[config.mk]
export PLATFORM = sky130hd
export DESIGN_NAME = robot_remote_io
export DESIGN_NICKNAME = d
export VERILOG_FILES = /design/src/design/robot_remote_io.v
export VERILOG_INCLUDE_DIRS = /design/src /design/src/design
export SDC_FILE = /design/constraint.sdc
export NUM_CORES = 1
export LEC_CHECK = 0
export BUFFER_PORTS_ARGS = -buffer_cell sky130_fd_sc_hd__buf_2
export CAP_MARGIN = 20
export CORE_MARGIN = 2
export CORE_UTILIZATION = 36
export DETAILED_ROUTE_END_ITERATION = 8
export PLACE_DENSITY = 0.55
export SLEW_MARGIN = 20
export SYNTH_ARGS = -nofsm -noshare
export SYNTH_HDL_FRONTEND = slang
export SYNTH_SLANG_ARGS = --single-unit
[constraint.sdc]
create_clock -name clk_i -period 1.39 [get_ports clk_i]
set_input_delay 0.0695 -clock clk_i [delete_from_list [all_inputs] [get_ports clk_i]]
set_output_delay 0.0695 -clock clk_i [all_outputs]
set_load 0.03 [all_outputs]
[src/design/remote_io_map.vh]
// Constants for the remote command/status handshake block.
// Assumes inclusion by bare name; definitions only.
`ifndef REMOTE_IO_MAP_VH
`define REMOTE_IO_MAP_VH
`define SLOT_COUNT 32
`define VALUE_WIDTH 16
`define VALUE_ZERO 16'h0000
`define OVERRIDE_RESET 16'h0064
`define PROGRAM_RESET_VALUE 16'h0000
`define MECH_NUMBER 16'h0001
`define OUT_SEL_NONE 2'h0
`define OUT_SEL_PROGRAM 2'h1
`define OUT_SEL_OVERRIDE 2'h2
`define OUT_SEL_MECH 2'h3
// Bit positions of the single commands in the synchroniser word
`define CMD_STOP 0
`define CMD_PROG_RESET 1
`define CMD_ERR_CLEAR 2
`define CMD_CYCLE 3
`define CMD_SERVO_OFF 4
`define CMD_SERVO_ON 5
`define CMD_RIGHTS 6
`define CMD_LOCK 7
`define CMD_EVASION 8
`define CMD_GPO_CLEAR 9
`define CMD_PROG_SEL 10
`define CMD_OVRD_SEL 11
`define CMD_PROG_OUT 12
`define CMD_MECH_OUT 13
`define CMD_OVRD_OUT 14
// Bit positions of the internal events in the event word
`define EV_ERR 1
`define EV_EMG 2
`define EV_CYC 3
`define EV_EVA 4
`endif

[src/design/robot_remote_io.v]
// Remote command interpreter: samples external sequencer commands and
// drives the matching status outputs. Assumes one 50 MHz clock domain;
// all inputs except gp_output_set_i, clk_en_i and resetn_i are synchronised here.
`timescale 1ns/100ps
`default_nettype none
`include "remote_io_map.vh"

module robot_remote_io #(
    parameter SLOTS = `SLOT_COUNT,
    parameter VW = `VALUE_WIDTH,
    parameter GPO_WIDTH = 32
)(
    input wire clk_i,
    input wire resetn_i,
    input wire clk_en_i,
    input wire stop_in_i,
    input wire secondary_stop_in_i,
    input wire program_reset_in_i,
    input wire error_clear_in_i,
    input wire cycle_stop_in_i,
    input wire servo_disable_in_i,
    input wire servo_enable_in_i,
    input wire operation_rights_req_i,
    input wire machine_lock_toggle_i,
    input wire evasion_return_req_i,
    input wire gp_output_clear_i,
    input wire [SLOTS-1:0] slot_start_i,
    input wire [SLOTS-1:0] slot_halt_i,
    input wire program_select_strobe_i,
    input wire override_select_strobe_i,
    input wire program_number_out_req_i,
    input wire override_out_req_i,
    input wire mech_out_req_i,
    input wire [VW-1:0] numeric_value_field_i,
    input wire error_event_i,
    input wire emergency_event_i,
    input wire cycle_done_i,
    input wire evasion_done_i,
    input wire [SLOTS-1:0] slot_done_i,
    input wire [GPO_WIDTH-1:0] gp_output_set_i,
    output reg wait_o,
    output reg program_select_enabled_o,
    output reg error_present_o,
    output reg cycle_stop_active_o,
    output reg servo_disabled_echo_o,
    output reg servo_on_o,
    output reg operation_rights_o,
    output reg machine_lock_o,
    output reg evasion_return_active_o,
    output reg emergency_stop_flag_o,
    output reg [SLOTS-1:0] slot_operating_o,
    output reg [SLOTS-1:0] slot_wait_o,
    output reg [VW-1:0] program_number_o,
    output reg [VW-1:0] override_o,
    output reg [VW-1:0] numeric_out_o,
    output reg program_out_flag_o,
    output reg [GPO_WIDTH-1:0] gp_outputs_o
);

////////////////////////////////////////////////////////////////////////////////
// Synchronisers: 15 single commands, per-slot vectors, strobes
localparam NCMD = 15;
localparam NEV = 5;

wire [NCMD-1:0] cmd_raw;
// Order must match the position names in the map header
assign cmd_raw = {
    override_out_req_i, // Position 14
    mech_out_req_i,
    program_number_out_req_i,
    override_select_strobe_i,
    program_select_strobe_i,
    gp_output_clear_i,
    evasion_return_req_i,
    machine_lock_toggle_i,
    operation_rights_req_i,
    servo_enable_in_i,
    servo_disable_in_i,
    cycle_stop_in_i,
    error_clear_in_i,
    program_reset_in_i,
    stop_in_i | secondary_stop_in_i // Position 0; both stops merge here
};

reg [NCMD-1:0] cmd_s1_r;
reg [NCMD-1:0] cmd_s2_r;
reg [NCMD-1:0] cmd_prev_r;
reg [2*SLOTS-1:0] slot_s1_r;
reg [2*SLOTS-1:0] slot_s2_r;
reg [SLOTS-1:0] start_prev_r;
reg [NEV+SLOTS-1:0] ev_s1_r;
reg [NEV+SLOTS-1:0] ev_s2_r;
reg [VW-1:0] val_s1_r;
reg [VW-1:0] val_s2_r;

// Two stages before any logic looks; first stage feeds only the second
always @(posedge clk_i or negedge resetn_i)
begin
    if (!resetn_i)
    begin
        cmd_s1_r <= {NCMD{1'b0}};
        cmd_s2_r <= {NCMD{1'b0}};
        cmd_prev_r <= {NCMD{1'b0}};
        slot_s1_r <= {2*SLOTS{1'b0}};
        slot_s2_r <= {2*SLOTS{1'b0}};
        start_prev_r <= {SLOTS{1'b0}};
        ev_s1_r <= {(NEV+SLOTS){1'b0}};
        ev_s2_r <= {(NEV+SLOTS){1'b0}};
        val_s1_r <= `VALUE_ZERO;
        val_s2_r <= `VALUE_ZERO;
    end
    else if (clk_en_i)
    begin
        cmd_s1_r <= cmd_raw;
        cmd_s2_r <= cmd_s1_r;
        cmd_prev_r <= cmd_s2_r;
        slot_s1_r <= {slot_halt_i, slot_start_i};
        slot_s2_r <= slot_s1_r;
        start_prev_r <= slot_s2_r[SLOTS-1:0];
        ev_s1_r <= {slot_done_i, evasion_done_i, cycle_done_i, emergency_event_i,
            error_event_i, 1'b0};
        ev_s2_r <= ev_s1_r;
        val_s1_r <= numeric_value_field_i;
        val_s2_r <= val_s1_r;
    end
end

////////////////////////////////////////////////////////////////////////////////
// Edge detection: off sample followed by on sample
wire [NCMD-1:0] lvl;
wire [NCMD-1:0] rise;
assign lvl = cmd_s2_r;
assign rise = cmd_s2_r & ~cmd_prev_r;

// Level-qualified commands read the synchronised value itself
wire any_stop = lvl[`CMD_STOP]; // primary and secondary act alike
wire servo_off_lvl = lvl[`CMD_SERVO_OFF];
wire rights_lvl = lvl[`CMD_RIGHTS];
// Edge-qualified commands; a held input fires only once
wire prog_reset_rise = rise[`CMD_PROG_RESET];
wire err_clear_rise = rise[`CMD_ERR_CLEAR];
wire cycle_rise = rise[`CMD_CYCLE];
wire servo_on_rise = rise[`CMD_SERVO_ON];
wire lock_rise = rise[`CMD_LOCK];
wire evasion_rise = rise[`CMD_EVASION];
wire gpo_clear_rise = rise[`CMD_GPO_CLEAR];
wire prog_sel_rise = rise[`CMD_PROG_SEL];
wire ovrd_sel_rise = rise[`CMD_OVRD_SEL];
wire prog_out_rise = rise[`CMD_PROG_OUT];
wire mech_out_rise = rise[`CMD_MECH_OUT];
wire ovrd_out_rise = rise[`CMD_OVRD_OUT];

// Per-slot views: start is edge, halt is level
wire [SLOTS-1:0] slot_start_rise = slot_s2_r[SLOTS-1:0] & ~start_prev_r;
wire [SLOTS-1:0] slot_halt_lvl = slot_s2_r[2*SLOTS-1:SLOTS];
// Internal events, synchronised like the pins
wire err_ev = ev_s2_r[`EV_ERR];
wire emg_ev = ev_s2_r[`EV_EMG];
wire cyc_done = ev_s2_r[`EV_CYC];
wire eva_done = ev_s2_r[`EV_EVA];
wire [SLOTS-1:0] slot_done = ev_s2_r[NEV+SLOTS-1:NEV];

////////////////////////////////////////////////////////////////////////////////
// Global status: stop/wait, errors, servo, lock, rights, returns
reg wait_latched_r;
reg [1:0] out_sel_r;

// Output-field selector test, shared by the flag and the multiplexer
function sel_is;
    input [1:0] cur;
    input [1:0] code;
    begin
        sel_is = (cur == code);
    end
endfunction

always @(posedge clk_i or negedge resetn_i)
begin
    if (!resetn_i)
    begin
        wait_o <= 1'b0;
        wait_latched_r <= 1'b0;
        program_select_enabled_o <= 1'b1;
        error_present_o <= 1'b0;
        cycle_stop_active_o <= 1'b0;
        servo_disabled_echo_o <= 1'b0;
        servo_on_o <= 1'b0;
        operation_rights_o <= 1'b0;
        machine_lock_o <= 1'b0;
        evasion_return_active_o <= 1'b0;
        emergency_stop_flag_o <= 1'b0;
        gp_outputs_o <= {GPO_WIDTH{1'b0}};
    end
    else if (clk_en_i)
    begin
        // Wait stands while stop held, and is remembered until program reset
        if (any_stop)
            wait_latched_r <= 1'b1;
        else if (prog_reset_rise)
            wait_latched_r <= 1'b0;
        wait_o <= any_stop | (wait_latched_r & ~prog_reset_rise);
        if (prog_reset_rise & ~any_stop)
            program_select_enabled_o <= 1'b1;
        else if (|slot_start_rise & ~any_stop)
            program_select_enabled_o <= 1'b0;
        // Set beats clear so a new error is never lost
        if (err_ev)
            error_present_o <= 1'b1;
        else if (err_clear_rise)
            error_present_o <= 1'b0;
        // Cycle stop holds until the motion reports done
        if (cycle_rise)
            cycle_stop_active_o <= 1'b1;
        else if (cyc_done)
            cycle_stop_active_o <= 1'b0;
        // Echo follows the pin level only, no memory
        servo_disabled_echo_o <= servo_off_lvl;
        // Servo-off level overrides any servo-on edge
        if (servo_off_lvl | emg_ev)
            servo_on_o <= 1'b0;
        else if (servo_on_rise)
            servo_on_o <= 1'b1;
        // Rights drop as soon as the request level drops
        operation_rights_o <= rights_lvl;
        // Lock flips per edge; holding the input does nothing more
        if (lock_rise)
            machine_lock_o <= ~machine_lock_o;
        // Evasion return refused while any stop is held
        if (evasion_rise & ~any_stop)
            evasion_return_active_o <= 1'b1;
        else if (eva_done | any_stop)
            evasion_return_active_o <= 1'b0;
        // Sticky until reset; no command clears it
        if (emg_ev)
            emergency_stop_flag_o <= 1'b1;
        // Clear edge wins over sets arriving in the same cycle
        if (gpo_clear_rise)
            gp_outputs_o <= {GPO_WIDTH{1'b0}};
        else
            gp_outputs_o <= gp_outputs_o | gp_output_set_i;
    end
end

////////////////////////////////////////////////////////////////////////////////
// Per-slot operating and wait, one copy per slot
genvar g;
generate
    for (g = 0; g < SLOTS; g = g + 1)
    begin : slot_gen
        always @(posedge clk_i or negedge resetn_i)
        begin
            if (!resetn_i)
            begin
                slot_operating_o[g] <= 1'b0;
                slot_wait_o[g] <= 1'b0;
            end
            else if (clk_en_i)
            begin
                // Any stop level holds the slot; start edges are ignored meanwhile
                if (slot_halt_lvl[g] | any_stop | emg_ev)
                    slot_operating_o[g] <= 1'b0;
                else if (slot_start_rise[g] & servo_on_o)
                    slot_operating_o[g] <= 1'b1;
                else if (slot_done[g])
                    slot_operating_o[g] <= 1'b0;
                // Wait mirrors stop levels only; done does not clear it
                slot_wait_o[g] <= slot_halt_lvl[g] | any_stop;
            end
        end
    end
endgenerate

////////////////////////////////////////////////////////////////////////////////
// Numeric fields: latched selections and multiplexed output
always @(posedge clk_i or negedge resetn_i)
begin
    if (!resetn_i)
    begin
        program_number_o <= `PROGRAM_RESET_VALUE;
        override_o <= `OVERRIDE_RESET;
        numeric_out_o <= `VALUE_ZERO;
        program_out_flag_o <= 1'b0;
        out_sel_r <= `OUT_SEL_NONE;
    end
    else if (clk_en_i)
    begin
        // Selections take the synchronised value field
        if (prog_sel_rise)
            program_number_o <= val_s2_r;
        if (ovrd_sel_rise)
            override_o <= val_s2_r;
        // Latest request owns the output field
        if (prog_out_rise)
            out_sel_r <= `OUT_SEL_PROGRAM;
        else if (ovrd_out_rise)
            out_sel_r <= `OUT_SEL_OVERRIDE;
        else if (mech_out_rise)
            out_sel_r <= `OUT_SEL_MECH;
        program_out_flag_o <= prog_out_rise |
            (sel_is(out_sel_r, `OUT_SEL_PROGRAM) & ~ovrd_out_rise & ~mech_out_rise);
        // Select and request in one cycle present the new value at once
        if (prog_out_rise)
            numeric_out_o <= prog_sel_rise ? val_s2_r : program_number_o;
        else if (ovrd_out_rise)
            numeric_out_o <= ovrd_sel_rise ? val_s2_r : override_o;
        else if (mech_out_rise)
            numeric_out_o <= `MECH_NUMBER;
        else if (sel_is(out_sel_r, `OUT_SEL_PROGRAM))
            numeric_out_o <= program_number_o;
        else if (sel_is(out_sel_r, `OUT_SEL_OVERRIDE))
            numeric_out_o <= override_o;
        else if (sel_is(out_sel_r, `OUT_SEL_MECH))
            numeric_out_o <= `MECH_NUMBER;
    end
end

endmodule
`default_nettype wire

==> results.py, run 1 <==
metrics = {
    "worst_setup_path": {
        "critPathLaunchType": "flip-flop",
        "crit_start": "cmd_s2_r[12]$_DFFE_PN0P_",
        "worstPathArrival_ns": 2.03,
        "worst-setup-path-type": "reg2reg",
        "end_kind": "flip-flop",
        "r2r_start": "cmd_s2_r[12]$_DFFE_PN0P_",
        "crit_chain": "nor2b_4 > o41ai_4 > buf_6 > buf_12 > a31oi_1 > a22o_1",
        "r2r_setup_slack_ns": -0.15,
        "crit_buf_inv": 2,
        "reg2regPathDepth": 6,
        "critical_path_cell_count": 6,
        "crit_path_top_delay_cell": "dfrtp_1",
        "timing.rr.end": "numeric_out_o[11]$_DFFE_PN0P_",
        "crit_path_end": "numeric_out_o[11]$_DFFE_PN0P_",
        "crit_path_max_fanout": 8,
        "worst_ep_required_time_ns": 1.88,
        "crit_family": "compound AO/OA/AOI/OAI gates",
        "max_stage_delay_ns": 0.38,
    },
    "sta": {
        "setup_viol": 17,
        "slew_violations": 0,
        "hold_ws_ns": 0.227,
        "fin_crit_sh_pct": 111,
        "period_needed_ns": 1.54,
        "fmax_mhz": 649,
        "worst_pin_slew_ns": 0.457,
        "clock_skew_ns": 0.0171,
        "rsz0062_at_grt": "true",
        "finalHoldViolCount": 0,
        "layout_setup_ws_ns": -0.150,
        "slew_headroom_pct": 69.5,
    },
    "placement": {
        "dpl-instance-area_um2": 21600,
        "place_congestion": 0.798,
        "hpwl_um": 32400,
        "io_buffers": 321,
        "place_inst": 2351,
    },
    "yosys": {
        "synthesis.area_um2": 18500,
        "yosysWarnings": 0,
        "synth_nets": 1518,
        "synth_edf_count": 0,
        "avgSynthCellArea_um2": 13.7,
        "synth_top_flop_cell": "dfrtp_1",
        "ys_seq_elements": 464,
        "synth_cell_types": 42,
        "seq_area_frac_synth_pct": 62.7,
        "ys_async_sr_fraction_pct": 100,
        "synth_cells": 1351,
    },
    "cells_and_area": {
        "area_growth_pct": 38.4,
        "multi_input_area_um2": 6450,
        "fillers": 4449,
        "final_cell_count_no_fill": 2632,
        "layout.nets": 2076,
        "layout-drive-gt1-share_pct": 44.8,
        "final_common_cell": "dfrtp_1",
        "register_area_um2": 11600,
        "final_cell_mix": "dfrtp_1, mux2_2, buf_2",
        "stdcell_area_um2": 25600,
    },
    "worst_hold_path": {
        "hold_start": "numeric_value_field_i[8]",
        "hold_path_class": "in2reg",
        "hold_depth": 3,
    },
    "drt": {
        "avgRoutedWirePerCell_um": 19.1,
        "num_vias": 13000,
        "drc": 0,
        "dr.pass1.iters": 5,
        "wirelength_um": 50200,
        "post_drt_via_cell_ratio": 4.95,
        "dr.first_iter.drc_count": 652,
        "detail-route-antenna-nets": 0,
    },
    "floorplanning": {
        "fp-row-count": 83,
        "initial_utilization_pct": 36.2,
        "io_pins": 322,
        "dieWidth_um": 231,
        "core_um2": 51100,
        "die_h_um": 231,
        "die_area_um2": 53300,
    },
    "clock_tree": {
        "cts_buffers": 51,
        "cts_tree": "done",
        "cts_root_buf": "clkbuf_16",
        "cts.sinks": 464,
        "clock_path_buffers": 3,
        "cts_max_level": 2,
        "clk_pin_slew_ns": 0.06,
        "clock_latency_ns": 0.60,
    },
    "power_and_ir_drop": {
        "p_seq_share_pct": 42.0,
        "power.share.switching_pct": 30.6,
        "leakagePower_nw": 11.3,
        "internal_power_w": 0.0291,
        "power.share.combinational_pct": 23.3,
        "clkPwrFrac_pct": 34.7,
        "ir_drop_uv": 860,
        "p_sw_w": 0.0128,
        "p_per_area_nw_per_um2": 1640,
    },
    "global_routing": {
        "grt_max_degree": 64,
        "grt_first_pass_wirelength_um": 76400,
        "antenna_found_initial": 3,
        "grt_pass1_vias": 13600,
        "grt_remaining_overflow": 0,
        "grtUsageTotal_pct": 18.3,
    },
    "outcome": {
        "status": "complete, but fails checks",
        "violations": "setup timing",
    },
    "run": {
        "drv_cap": 0,
    },
}
[layout make-up]
class	count	area share, %
inverters	57	0.835
flip-flops and latches	464	45.3
clock inverters	20	1.18
clock buffers	75	6.00
repair buffers	592	18.1
well taps	680	3.32
multi-input cells	743	25.2
diodes	1	0.00976
[state kept, by name, summed over array words and instances, names as in the netlist, 2 cells and up]
| name | count |
|---|---|
| numeric_out_o | 16 |
| program_number_o | 16 |
| val_s2_r | 16 |
| slot_s1_r | 64 |
| slot_operating_o | 32 |
| slot_wait_o | 32 |
| slot_s2_r | 64 |
| out_sel_r | 2 |
| cmd_prev_r | 14 |
| cmd_s2_r | 15 |
| gp_outputs_o | 32 |
| val_s1_r | 16 |
| override_o | 16 |
| cmd_s1_r | 15 |
| ev_s1_r | 36 |
| ev_s2_r | 36 |
| start_prev_r | 32 |
[metal layers]
layer  share of wire [%]  global-route usage [%]
met1                  43                    23.5
met2                  50                    30.9
met5               0.044                       0
met3                 4.8                    3.64
met4                 2.7                    6.33
[worst min path at each step]
stage                             endpoint  slack (ns)
2_1_floorplan   cmd_prev_r[10]$_DFFE_PN0P_       -0.23
3_3_place_gp   gp_outputs_o[1]$_DFFE_PN0P_      -0.005
3_5_place_dp   gp_outputs_o[1]$_DFFE_PN0P_      -0.008
4_1_cts            ev_s1_r[24]$_DFFE_PN0P_        0.19
5_1_grt            val_s1_r[7]$_DFFE_PN0P_        0.22
6_report           val_s1_r[8]$_DFFE_PN0P_        0.23
[timing repair]
item / in CTS / in global routing
endpoints found under the hold margin: 629 / 0
pin swaps: 3 / 9
buffers inserted: 7 / 5
gates resized for setup: 21 / 43
endpoints found under the setup margin: 33 / 61
hold buffers: 167 / 0
gates cloned: 2 / 5
[power by group through the flow]
stage	registers [W]	clock network (W)	logic, W
floorplan	0.0194	0	0.00370
global placement	0.0177	0	0.00872
detailed placement	0.0178	0	0.00887
CTS	0.0176	0.0150	0.00955
global route	0.0179	0.0156	0.0105
finish	0.0176	0.0145	0.00978
[worst min-delay path: stages]
cell and delay (ns):
dlygate4sd3_1 0.51, buf_2 0.09, mux2_2 0.12
[kinds of logic (layout without fill, tap and decap cells)]
kind of cell | count (synthesis) | in the layout | synth area share (%)
DFF | 464 | 464 | 62.7
muxes | 331 | 331 | 20.0
AOI/OAI and AO/OA | 244 | 244 | 9.69
and+or+nand+nor | 166 | 167 | 3.98
buffers and inverters | 145 | 744 | 3.53
xor gates and xnor gates | 1 | 1 | 0.0473
other | 0 | 1 | 0
[synthesized netlist by cell type (16+ instances only)]
master | instances | share of area (%)
buf_2 | 57 | 1.5
o32a_1 | 16 | 0.86
a21oi_1 | 50 | 1.4
o22a_1 | 32 | 1.5
dfrtp_1 | 460 | 62
nor2_1 | 61 | 1.2
a22o_1 | 16 | 0.76
o32ai_1 | 32 | 1.5
clkbuf_1 | 22 | 0.45
o21ai_0 | 29 | 0.78
inv_1 | 57 | 1.2
nand2_1 | 61 | 1.2
mux2_2 | 316 | 19
[metrics by stage]
step / power (W) / util (%) / worst slack (ns) / setup TNS, ns
finish: 0.0419 / 50.2 / -0.150 / -1.82
global route: 0.0439 / 50.2 / -0.194 / -2.65
CTS: 0.0421 / 49.5 / -0.132 / -1.48
detailed placement: 0.0267 / 42.3 / -0.137 / -1.71
global placement: 0.0264 / 42.3 / -0.0647 / -0.719
floorplan: 0.0231 / - / -0.0618 / -0.732
(Power assumes the default switching activity.)
==> run 2, diff against run 1 <==
--- a/config.mk
+++ b/config.mk
@@ -10,8 +10,10 @@
 export CAP_MARGIN = 20
 export CORE_MARGIN = 2
 export CORE_UTILIZATION = 36
+export CTS_BUF_LIST = sky130_fd_sc_hd__clkbuf_2
 export DETAILED_ROUTE_END_ITERATION = 8
 export PLACE_DENSITY = 0.55
+export SETUP_SLACK_MARGIN = 0.4
 export SLEW_MARGIN = 20
 export SYNTH_ARGS = -nofsm -noshare
 export SYNTH_HDL_FRONTEND = slang
==> run 2 against run 1 <==
  * The run ends with hold timing, setup timing left
  * Sequential power about the same
  * Setup slack got worse by 0.50 ns
  * Sequential share of layout area decreased by 8.6 points
  * Register-to-register slack got worse by 0.17 ns
  * Hold slack got worse by 0.28 ns
  * Clock skew increased by 0.055 ns
  * Die area unchanged
  * Power increased by 4.3%
  * Global-route usage increased by 4.5 points
  * Clock-buffer cell count increased by 116
  * Largest power group unchanged
==> results.py, run 2 (same netlist as run 1, synthesis figures left out) <==
metrics = {
    "outcome": {
        "status": "complete, but fails checks",
        "violations": "hold timing, setup timing",
    },
    "worst_hold_path": {
        "hold_path_class": "in2reg",
        "hold_depth": 4,
        "whs_endpoint": "slot_wait_o[30]$_DFFE_PN0P_",
        "hold_start": "clk_en_i",
    },
    "cells_and_area": {
        "area_growth_pct": 70.7,
        "layout-drive-gt1-share_pct": 48.7,
        "final_util_pct": 61.9,
        "layout.nets": 2630,
        "final_common_cell": "dlygate4sd3_1",
        "multi_input_area_um2": 7300,
        "fillers": 3812,
        "final_cell_mix": "dlygate4sd3_1, dfrtp_1, mux2_2",
        "stdcell_area_um2": 31600,
        "reg_top3": "slot_s1_r x64, slot_s2_r x64",
        "final_cell_count_no_fill": 3236,
        "register_area_um2": 11600,
    },
    "drt": {
        "drc": 0,
        "detail-route-antenna-nets": 0,
        "num_vias": 16000,
        "dr.pass1.iters": 5,
        "wirelength_um": 63900,
        "post_drt_via_cell_ratio": 4.94,
        "avgRoutedWirePerCell_um": 19.7,
        "dr.first_iter.drc_count": 888,
    },
    "sta": {
        "slew_headroom_pct": 41.6,
        "layout_setup_ws_ns": -0.652,
        "rsz0062_at_grt": "true",
        "hold_ws_ns": -0.0530,
        "finalHoldViolCount": 12,
        "period_needed_ns": 2.04,
        "fin_crit_sh_pct": 147,
        "setup_viol": 211,
        "fmax_mhz": 490,
        "slew_violations": 0,
        "worst_pin_slew_ns": 0.876,
        "clock_skew_ns": 0.0726,
    },
    "placement": {
        "hpwl_um": 32400,
        "place_inst": 2344,
        "place_congestion": 0.808,
        "dpl-instance-area_um2": 21800,
        "io_buffers": 321,
        "place_ws_ns": -0.153,
    },
    "global_routing": {
        "grt_remaining_overflow": 0,
        "grtUsageTotal_pct": 22.8,
        "antenna_found_initial": 6,
        "grt_first_pass_wirelength_um": 93900,
        "grt_max_degree": 66,
        "grt_pass1_vias": 17000,
    },
    "power_and_ir_drop": {
        "internal_power_w": 0.0288,
        "power.share.combinational_pct": 35.1,
        "p_seq_share_pct": 40.4,
        "clkPwrFrac_pct": 24.5,
        "ir_drop_uv": 697,
        "p_per_area_nw_per_um2": 1380,
        "power.share.switching_pct": 34.1,
        "total_power_w": 0.0437,
        "leakagePower_nw": 14.2,
        "p_sw_w": 0.0149,
    },
    "worst_setup_path": {
        "end_kind": "output port",
        "max_stage_delay_ns": 0.57,
        "crit_chain": "buf_6",
        "crit_buf_inv": 1,
        "timing.rr.end": "numeric_out_o[13]$_DFFE_PN0P_",
        "crit_path_max_fanout": 2,
        "worst_ep_required_time_ns": 1.32,
        "crit_family": "flip-flops",
        "worst-setup-path-type": "reg2out",
        "r2r_setup_slack_ns": -0.32,
        "critPathLaunchType": "flip-flop",
        "crit_path_top_delay_cell": "dfstp_2",
        "worstPathArrival_ns": 1.97,
        "r2r_start": "cmd_s2_r[14]$_DFFE_PN0P_",
        "reg2regPathDepth": 8,
    },
    "floorplanning": {
        "dieWidth_um": 231,
        "fp-row-count": 83,
        "core_um2": 51100,
        "die_area_um2": 53300,
        "initial_utilization_pct": 36.2,
        "die_h_um": 231,
        "io_pins": 322,
    },
    "clock_tree": {
        "hold_buffers": 477,
        "cts.sinks": 464,
        "clock_latency_ns": 1.27,
        "cts_root_buf": "clkbuf_2",
        "cts_max_level": 4,
        "clk_pin_slew_ns": 0.09,
        "clock_path_buffers": 3,
        "cts_buffers": 131,
        "cts_tree": "done",
    },
    "run": {
        "drv_cap": 0,
    },
}
## run 2: cell types whose count changed in the layout (fill, tap and decap cells not counted), moves of 27 or more
cell / delta
dlygate4sd3_1: +300
clkbuf_2: +192
buf_6: +161
buf_2: -151
buf_4: +128
clkbuf_16: -48
nor2_1: -40
mux2_2: -32
mux2_4: +32
nor2_4: +27
## run 2: repair_timing
item / 4_1_cts / 5_1_grt
endpoints found under the setup margin: 292 / 624
buffers inserted: 97 / 67
hold endpoints to repair: 928 / 41
resized for setup: 371 / 145
gates cloned: 16 / 9
pin swaps: 18 / 70
## run 2: through the flow
stage	hold WS (ns)	TNS (ns)
finish	-0.0530	-85.55
global route	-0.182	-113.24
CTS	-0.223	-119.51
detailed placement	-0.0289	-1.79
global placement	-0.0288	-0.852
floorplan	-0.226	-0.794
## run 2: how the worst max path moves through the flow
stage	from	end	slack [ns]	cells past startpoint
2_1_floorplan	cmd_s2_r[14]$_DFFE_PN0P_	numeric_out_o[11]$_DFFE_PN0P_	-0.06	7
3_3_place_gp	slot_s2_r[3]$_DFFE_PN0P_	program_select_enabled_o$_DFFE_PN1P_	-0.08	6
3_5_place_dp	slot_s2_r[30]$_DFFE_PN0P_	program_select_enabled_o$_DFFE_PN1P_	-0.15	5
4_1_cts	override_o[2]$_DFFE_PN1P_	override_o[2]	-0.82	1
5_1_grt	servo_on_o$_DFFE_PN0P_	servo_on_o	-0.80	2
6_report	override_o[2]$_DFFE_PN1P_	override_o[2]	-0.65	1
## run 2: per-layer routing
metal / vias to the layer above / share of wire, % / global-route usage (%)
li1: 7198 / - / -
met2: 567 / 51 / 38.9
met1: 8054 / 39 / 26.6
met5: - / 0 / 0
met4: 0 / 3.6 / 11.4
met3: 164 / 6.0 / 6.04
## run 2: power groups by stage
stage,clock (W),combinational [W],sequential [W]
final,0.0107,0.0153,0.0177
after global routing,0.0119,0.0161,0.0179
after detailed placement,0,0.00917,0.0178
after floorplan,0,0.00414,0.0195
after global placement,0,0.00902,0.0177
after CTS,0.0110,0.0137,0.0175
## run 2: layout make-up
class	count	share of cell area, %
antenna	10	0.0792
clock buffer	191	3.02
clock inverter	25	0.815
inverter	57	0.677
multi-input combinational	746	23.1
sequential	464	36.8
tap	680	2.69
timing repair buffer	1063	32.9
==> run 3, diff against run 2 <==
--- a/config.mk
+++ b/config.mk
@@ -12,7 +12,7 @@
 export CORE_UTILIZATION = 36
 export CTS_BUF_LIST = sky130_fd_sc_hd__clkbuf_2
 export DETAILED_ROUTE_END_ITERATION = 8
-export PLACE_DENSITY = 0.55
+export PLACE_DENSITY = 0.53
 export SETUP_SLACK_MARGIN = 0.4
 export SLEW_MARGIN = 20
 export SYNTH_ARGS = -nofsm -noshare
==> constraint.sdc (replaced) <==
create_clock -name clk_i -period 2.2 [get_ports clk_i]
set_input_delay 0.11 -clock clk_i [delete_from_list [all_inputs] [get_ports clk_i]]
set_output_delay 0.11 -clock clk_i [all_outputs]
set_load 0.03 [all_outputs]
==> run 3 against run 2 <==
  * Synthesized cell count is the same
  * Synthesized area is the same
  * The flow now stops in 4_1_cts
==> results.py, run 3 <==
metrics = {
    "clock_tree": {
        "cts_buffers": 120,
        "cts_setup_buffers": 65,
        "clock_path_buffers": 3,
        "cts_root_buf": "clkbuf_2",
        "cts_max_level": 3,
        "cts.sinks": 464,
        "ctsResizeCount": 312,
        "hold_buffers": 516,
    },
    "yosys": {
        "synth_nets": 1518,
        "ys_async_sr_fraction_pct": 100,
        "seq_area_frac_synth_pct": 62.7,
        "ys_top_cells_by_count": "dfrtp_1, mux2_2, nand2_1, nor2_1",
        "synth_edf_count": 0,
        "synth_cells": 1351,
        "synth_top_area_cell": "dfrtp_1",
        "avgSynthCellArea_um2": 13.7,
        "synth_top_flop_cell": "dfrtp_1",
        "yosysWarnings": 0,
        "ys_seq_elements": 464,
        "synth_area_leaders": "dfrtp_1, mux2_2, buf_2, o22a_1, o32ai_1",
        "synth_cell_types": 42,
        "synth.most_common_cell": "dfrtp_1",
        "synthesis.area_um2": 18500,
        "synth_top_area_share_pct": 62.2,
    },
    "floorplanning": {
        "fp-row-count": 83,
        "dieWidth_um": 231,
        "die_h_um": 231,
        "io_pins": 322,
        "initial_utilization_pct": 36.2,
    },
    "outcome": {
        "tool.error": "[ERROR RSZ-0060] Max buffer count reached.",
        "status": "aborted with a tool error",
        "lastStage": "4_1_cts",
    },
    "placement": {
        "hpwl_um": 30200,
        "io_buffers": 321,
        "place_congestion": 0.783,
    },
}
[run 3: cell counts after synthesis]
No cell type changed its count.
[run 3: cells by family after synthesis]
kind of cell | Yosys count | share of synthesized area [%]
compound gates | 244 | 9.69
simple gates | 166 | 3.98
mux | 331 | 20.0
xor+xnor | 1 | 0.0473
flops | 464 | 62.7
buf+inv | 145 | 3.53
[run 3: through the flow]
step | setup slack, ns | instances | cell area (um^2) | hold WS [ns]
2_1_floorplan | 0.705 | 1351 | 18500 | -0.186
3_3_place_gp | 0.497 | 2295 | 20900 | 0.0404
3_5_place_dp | 0.474 | 2295 | 20900 | 0.0439
==> run 4, diff against run 3 <==
--- a/config.mk
+++ b/config.mk
@@ -9,11 +9,9 @@
 export BUFFER_PORTS_ARGS = -buffer_cell sky130_fd_sc_hd__buf_2
 export CAP_MARGIN = 20
 export CORE_MARGIN = 2
-export CORE_UTILIZATION = 36
-export CTS_BUF_LIST = sky130_fd_sc_hd__clkbuf_2
+export CORE_UTILIZATION = 21
 export DETAILED_ROUTE_END_ITERATION = 8
-export PLACE_DENSITY = 0.53
-export SETUP_SLACK_MARGIN = 0.4
+export PLACE_DENSITY_LB_ADDON = 0.15
 export SLEW_MARGIN = 20
 export SYNTH_ARGS = -nofsm -noshare
 export SYNTH_HDL_FRONTEND = slang
==> run 4 against run 3 <==
  * The run now ends clean
==> results.py, run 4 (same netlist as run 1, synthesis figures left out) <==
metrics = {
    "drt": {
        "detail-route-antenna-nets": 0,
        "num_vias": 12800,
        "drc": 0,
        "dr.pass1.iters": 4,
        "dr.first_iter.drc_count": 409,
        "wirelength_um": 55300,
        "avgRoutedWirePerCell_um": 18.0,
        "post_drt_via_cell_ratio": 4.17,
    },
    "clock_tree": {
        "clk_pin_slew_ns": 0.06,
        "clock_path_buffers": 3,
        "cts_max_level": 2,
        "cts_buffers": 57,
        "clock_latency_ns": 0.64,
        "cts.sinks": 464,
        "ctsResizeCount": 0,
        "hold_buffers": 173,
        "cts_root_buf": "clkbuf_16",
        "cts_setup_buffers": 0,
        "cts_tree": "done",
    },
    "sta": {
        "fmax_mhz": 554,
        "period_needed_ns": 1.80,
        "rsz0062_at_grt": "false",
        "slew_violations": 0,
        "slew_headroom_pct": 58.2,
        "fin_crit_sh_pct": 82.0,
        "clock_skew_ns": 0.0425,
        "fin_setup_tns_ns": 0,
        "setup_viol": 0,
        "worst_pin_slew_ns": 0.621,
        "finalHoldViolCount": 0,
        "layout_setup_ws_ns": 0.396,
    },
    "floorplanning": {
        "io_pins": 322,
        "fp-row-count": 108,
        "dieWidth_um": 301,
        "initial_utilization_pct": 21.3,
        "core_um2": 87000,
        "die_area_um2": 90600,
        "die_h_um": 301,
    },
    "cells_and_area": {
        "layout-drive-gt1-share_pct": 41.0,
        "area_growth_pct": 36.4,
        "reg_top3": "slot_s1_r x64, slot_s2_r x64",
        "final_util_pct": 29.0,
        "final_cell_mix": "dfrtp_1, buf_2, mux2_2",
        "final_common_cell": "dfrtp_1",
        "final_cell_count_no_fill": 3062,
        "layout.nets": 2025,
    },
    "placement": {
        "place_inst": 2781,
        "place_congestion": 0.718,
        "hpwl_um": 37300,
        "io_buffers": 321,
        "place_ws_ns": 0.223,
    },
    "outcome": {
        "status": "finished, final reports clean",
    },
    "worst_setup_path": {
        "crit_path_max_fanout": 3,
        "r2r_setup_slack_ns": 0.40,
        "end_kind": "flip-flop",
        "critPathLaunchType": "flip-flop",
        "worstPathArrival_ns": 2.37,
        "worst_ep_required_time_ns": 2.77,
        "worst-setup-path-type": "reg2reg",
    },
    "global_routing": {
        "grt_max_degree": 89,
        "antenna_found_initial": 4,
        "grtUsageTotal_pct": 12.1,
        "grt_remaining_overflow": 0,
        "grt_first_pass_wirelength_um": 85000,
        "grt_pass1_vias": 13600,
    },
    "run": {
        "drv_cap": 0,
    },
    "power_and_ir_drop": {
        "leakagePower_nw": 10.8,
        "p_per_area_nw_per_um2": 1040,
        "ir_drop_uv": 541,
    },
    "worst_hold_path": {
        "hold_path_class": "in2reg",
    },
}
==> run 4: final timing paths <==
check / from / end / cells past startpoint
min reg2reg: machine_lock_o$_DFFE_PN0P_ / machine_lock_o$_DFFE_PN0P_ / 1
max in group asynchronous: resetn_i / slot_operating_o[13]$_DFFE_PN0P_ / 5
max: slot_s2_r[16]$_DFFE_PN0P_ / program_select_enabled_o$_DFFE_PN1P_ / 5
min: slot_halt_i[16] / slot_s1_r[48]$_DFFE_PN0P_ / 3
min in group asynchronous: resetn_i / gp_outputs_o[11]$_DFFE_PN0P_ / 3
max reg2reg: slot_s2_r[16]$_DFFE_PN0P_ / program_select_enabled_o$_DFFE_PN1P_ / 5
==> run 4: metrics by stage <==
stage	hold WS (ns)	cell area, um^2	total power, W
global route	0.204	25300	0.0277
floorplan	-0.186	18500	0.0146
global placement	0.0721	21600	0.0167
detailed placement	0.0702	21600	0.0169
CTS	0.173	25300	0.0269
finish	0.230	25300	0.0263
==> run 4: layer usage <==
metal  GRT usage [%]  vias to the layer above  wire, um  part of all wire [%]
li1                -                     5888         -                     -
met1            15.7                     6531     24500                    44
met2            20.4                      273     26900                    49
met3            2.76                       85      2780                   5.0
met4            3.22                        4      1140                   2.1
met5               0                        -        21                 0.038
==> run 4: worst max-delay path, stage by stage (launching register included) <==
cell and delay, ns:
dfrtp_1 0.39, nand2b_1 0.18, nand4_1 0.21, nor4_1 0.62, nand4_1 0.16, o21ai_0 0.18
==> run 4: layout make-up <==
type                       count  area, um^2
antenna                        2        5.00
timing repair buffer         536        3820
multi-input combinational    742        6260
clock buffer                  90        1700
fill                        9015       61800
tap                         1155        1450
inverter                      57         214
clock inverter                16         204
sequential                   464       11600
==> run 4: where the power goes <==
group	switching [W]	leakage, nW	internal (W)	total [W]
combinational	0.00337	4.43	0.00233	0.00569
clock	0.00387	0.929	0.00555	0.00943
sequential	0.00114	5.44	0.00999	0.0111
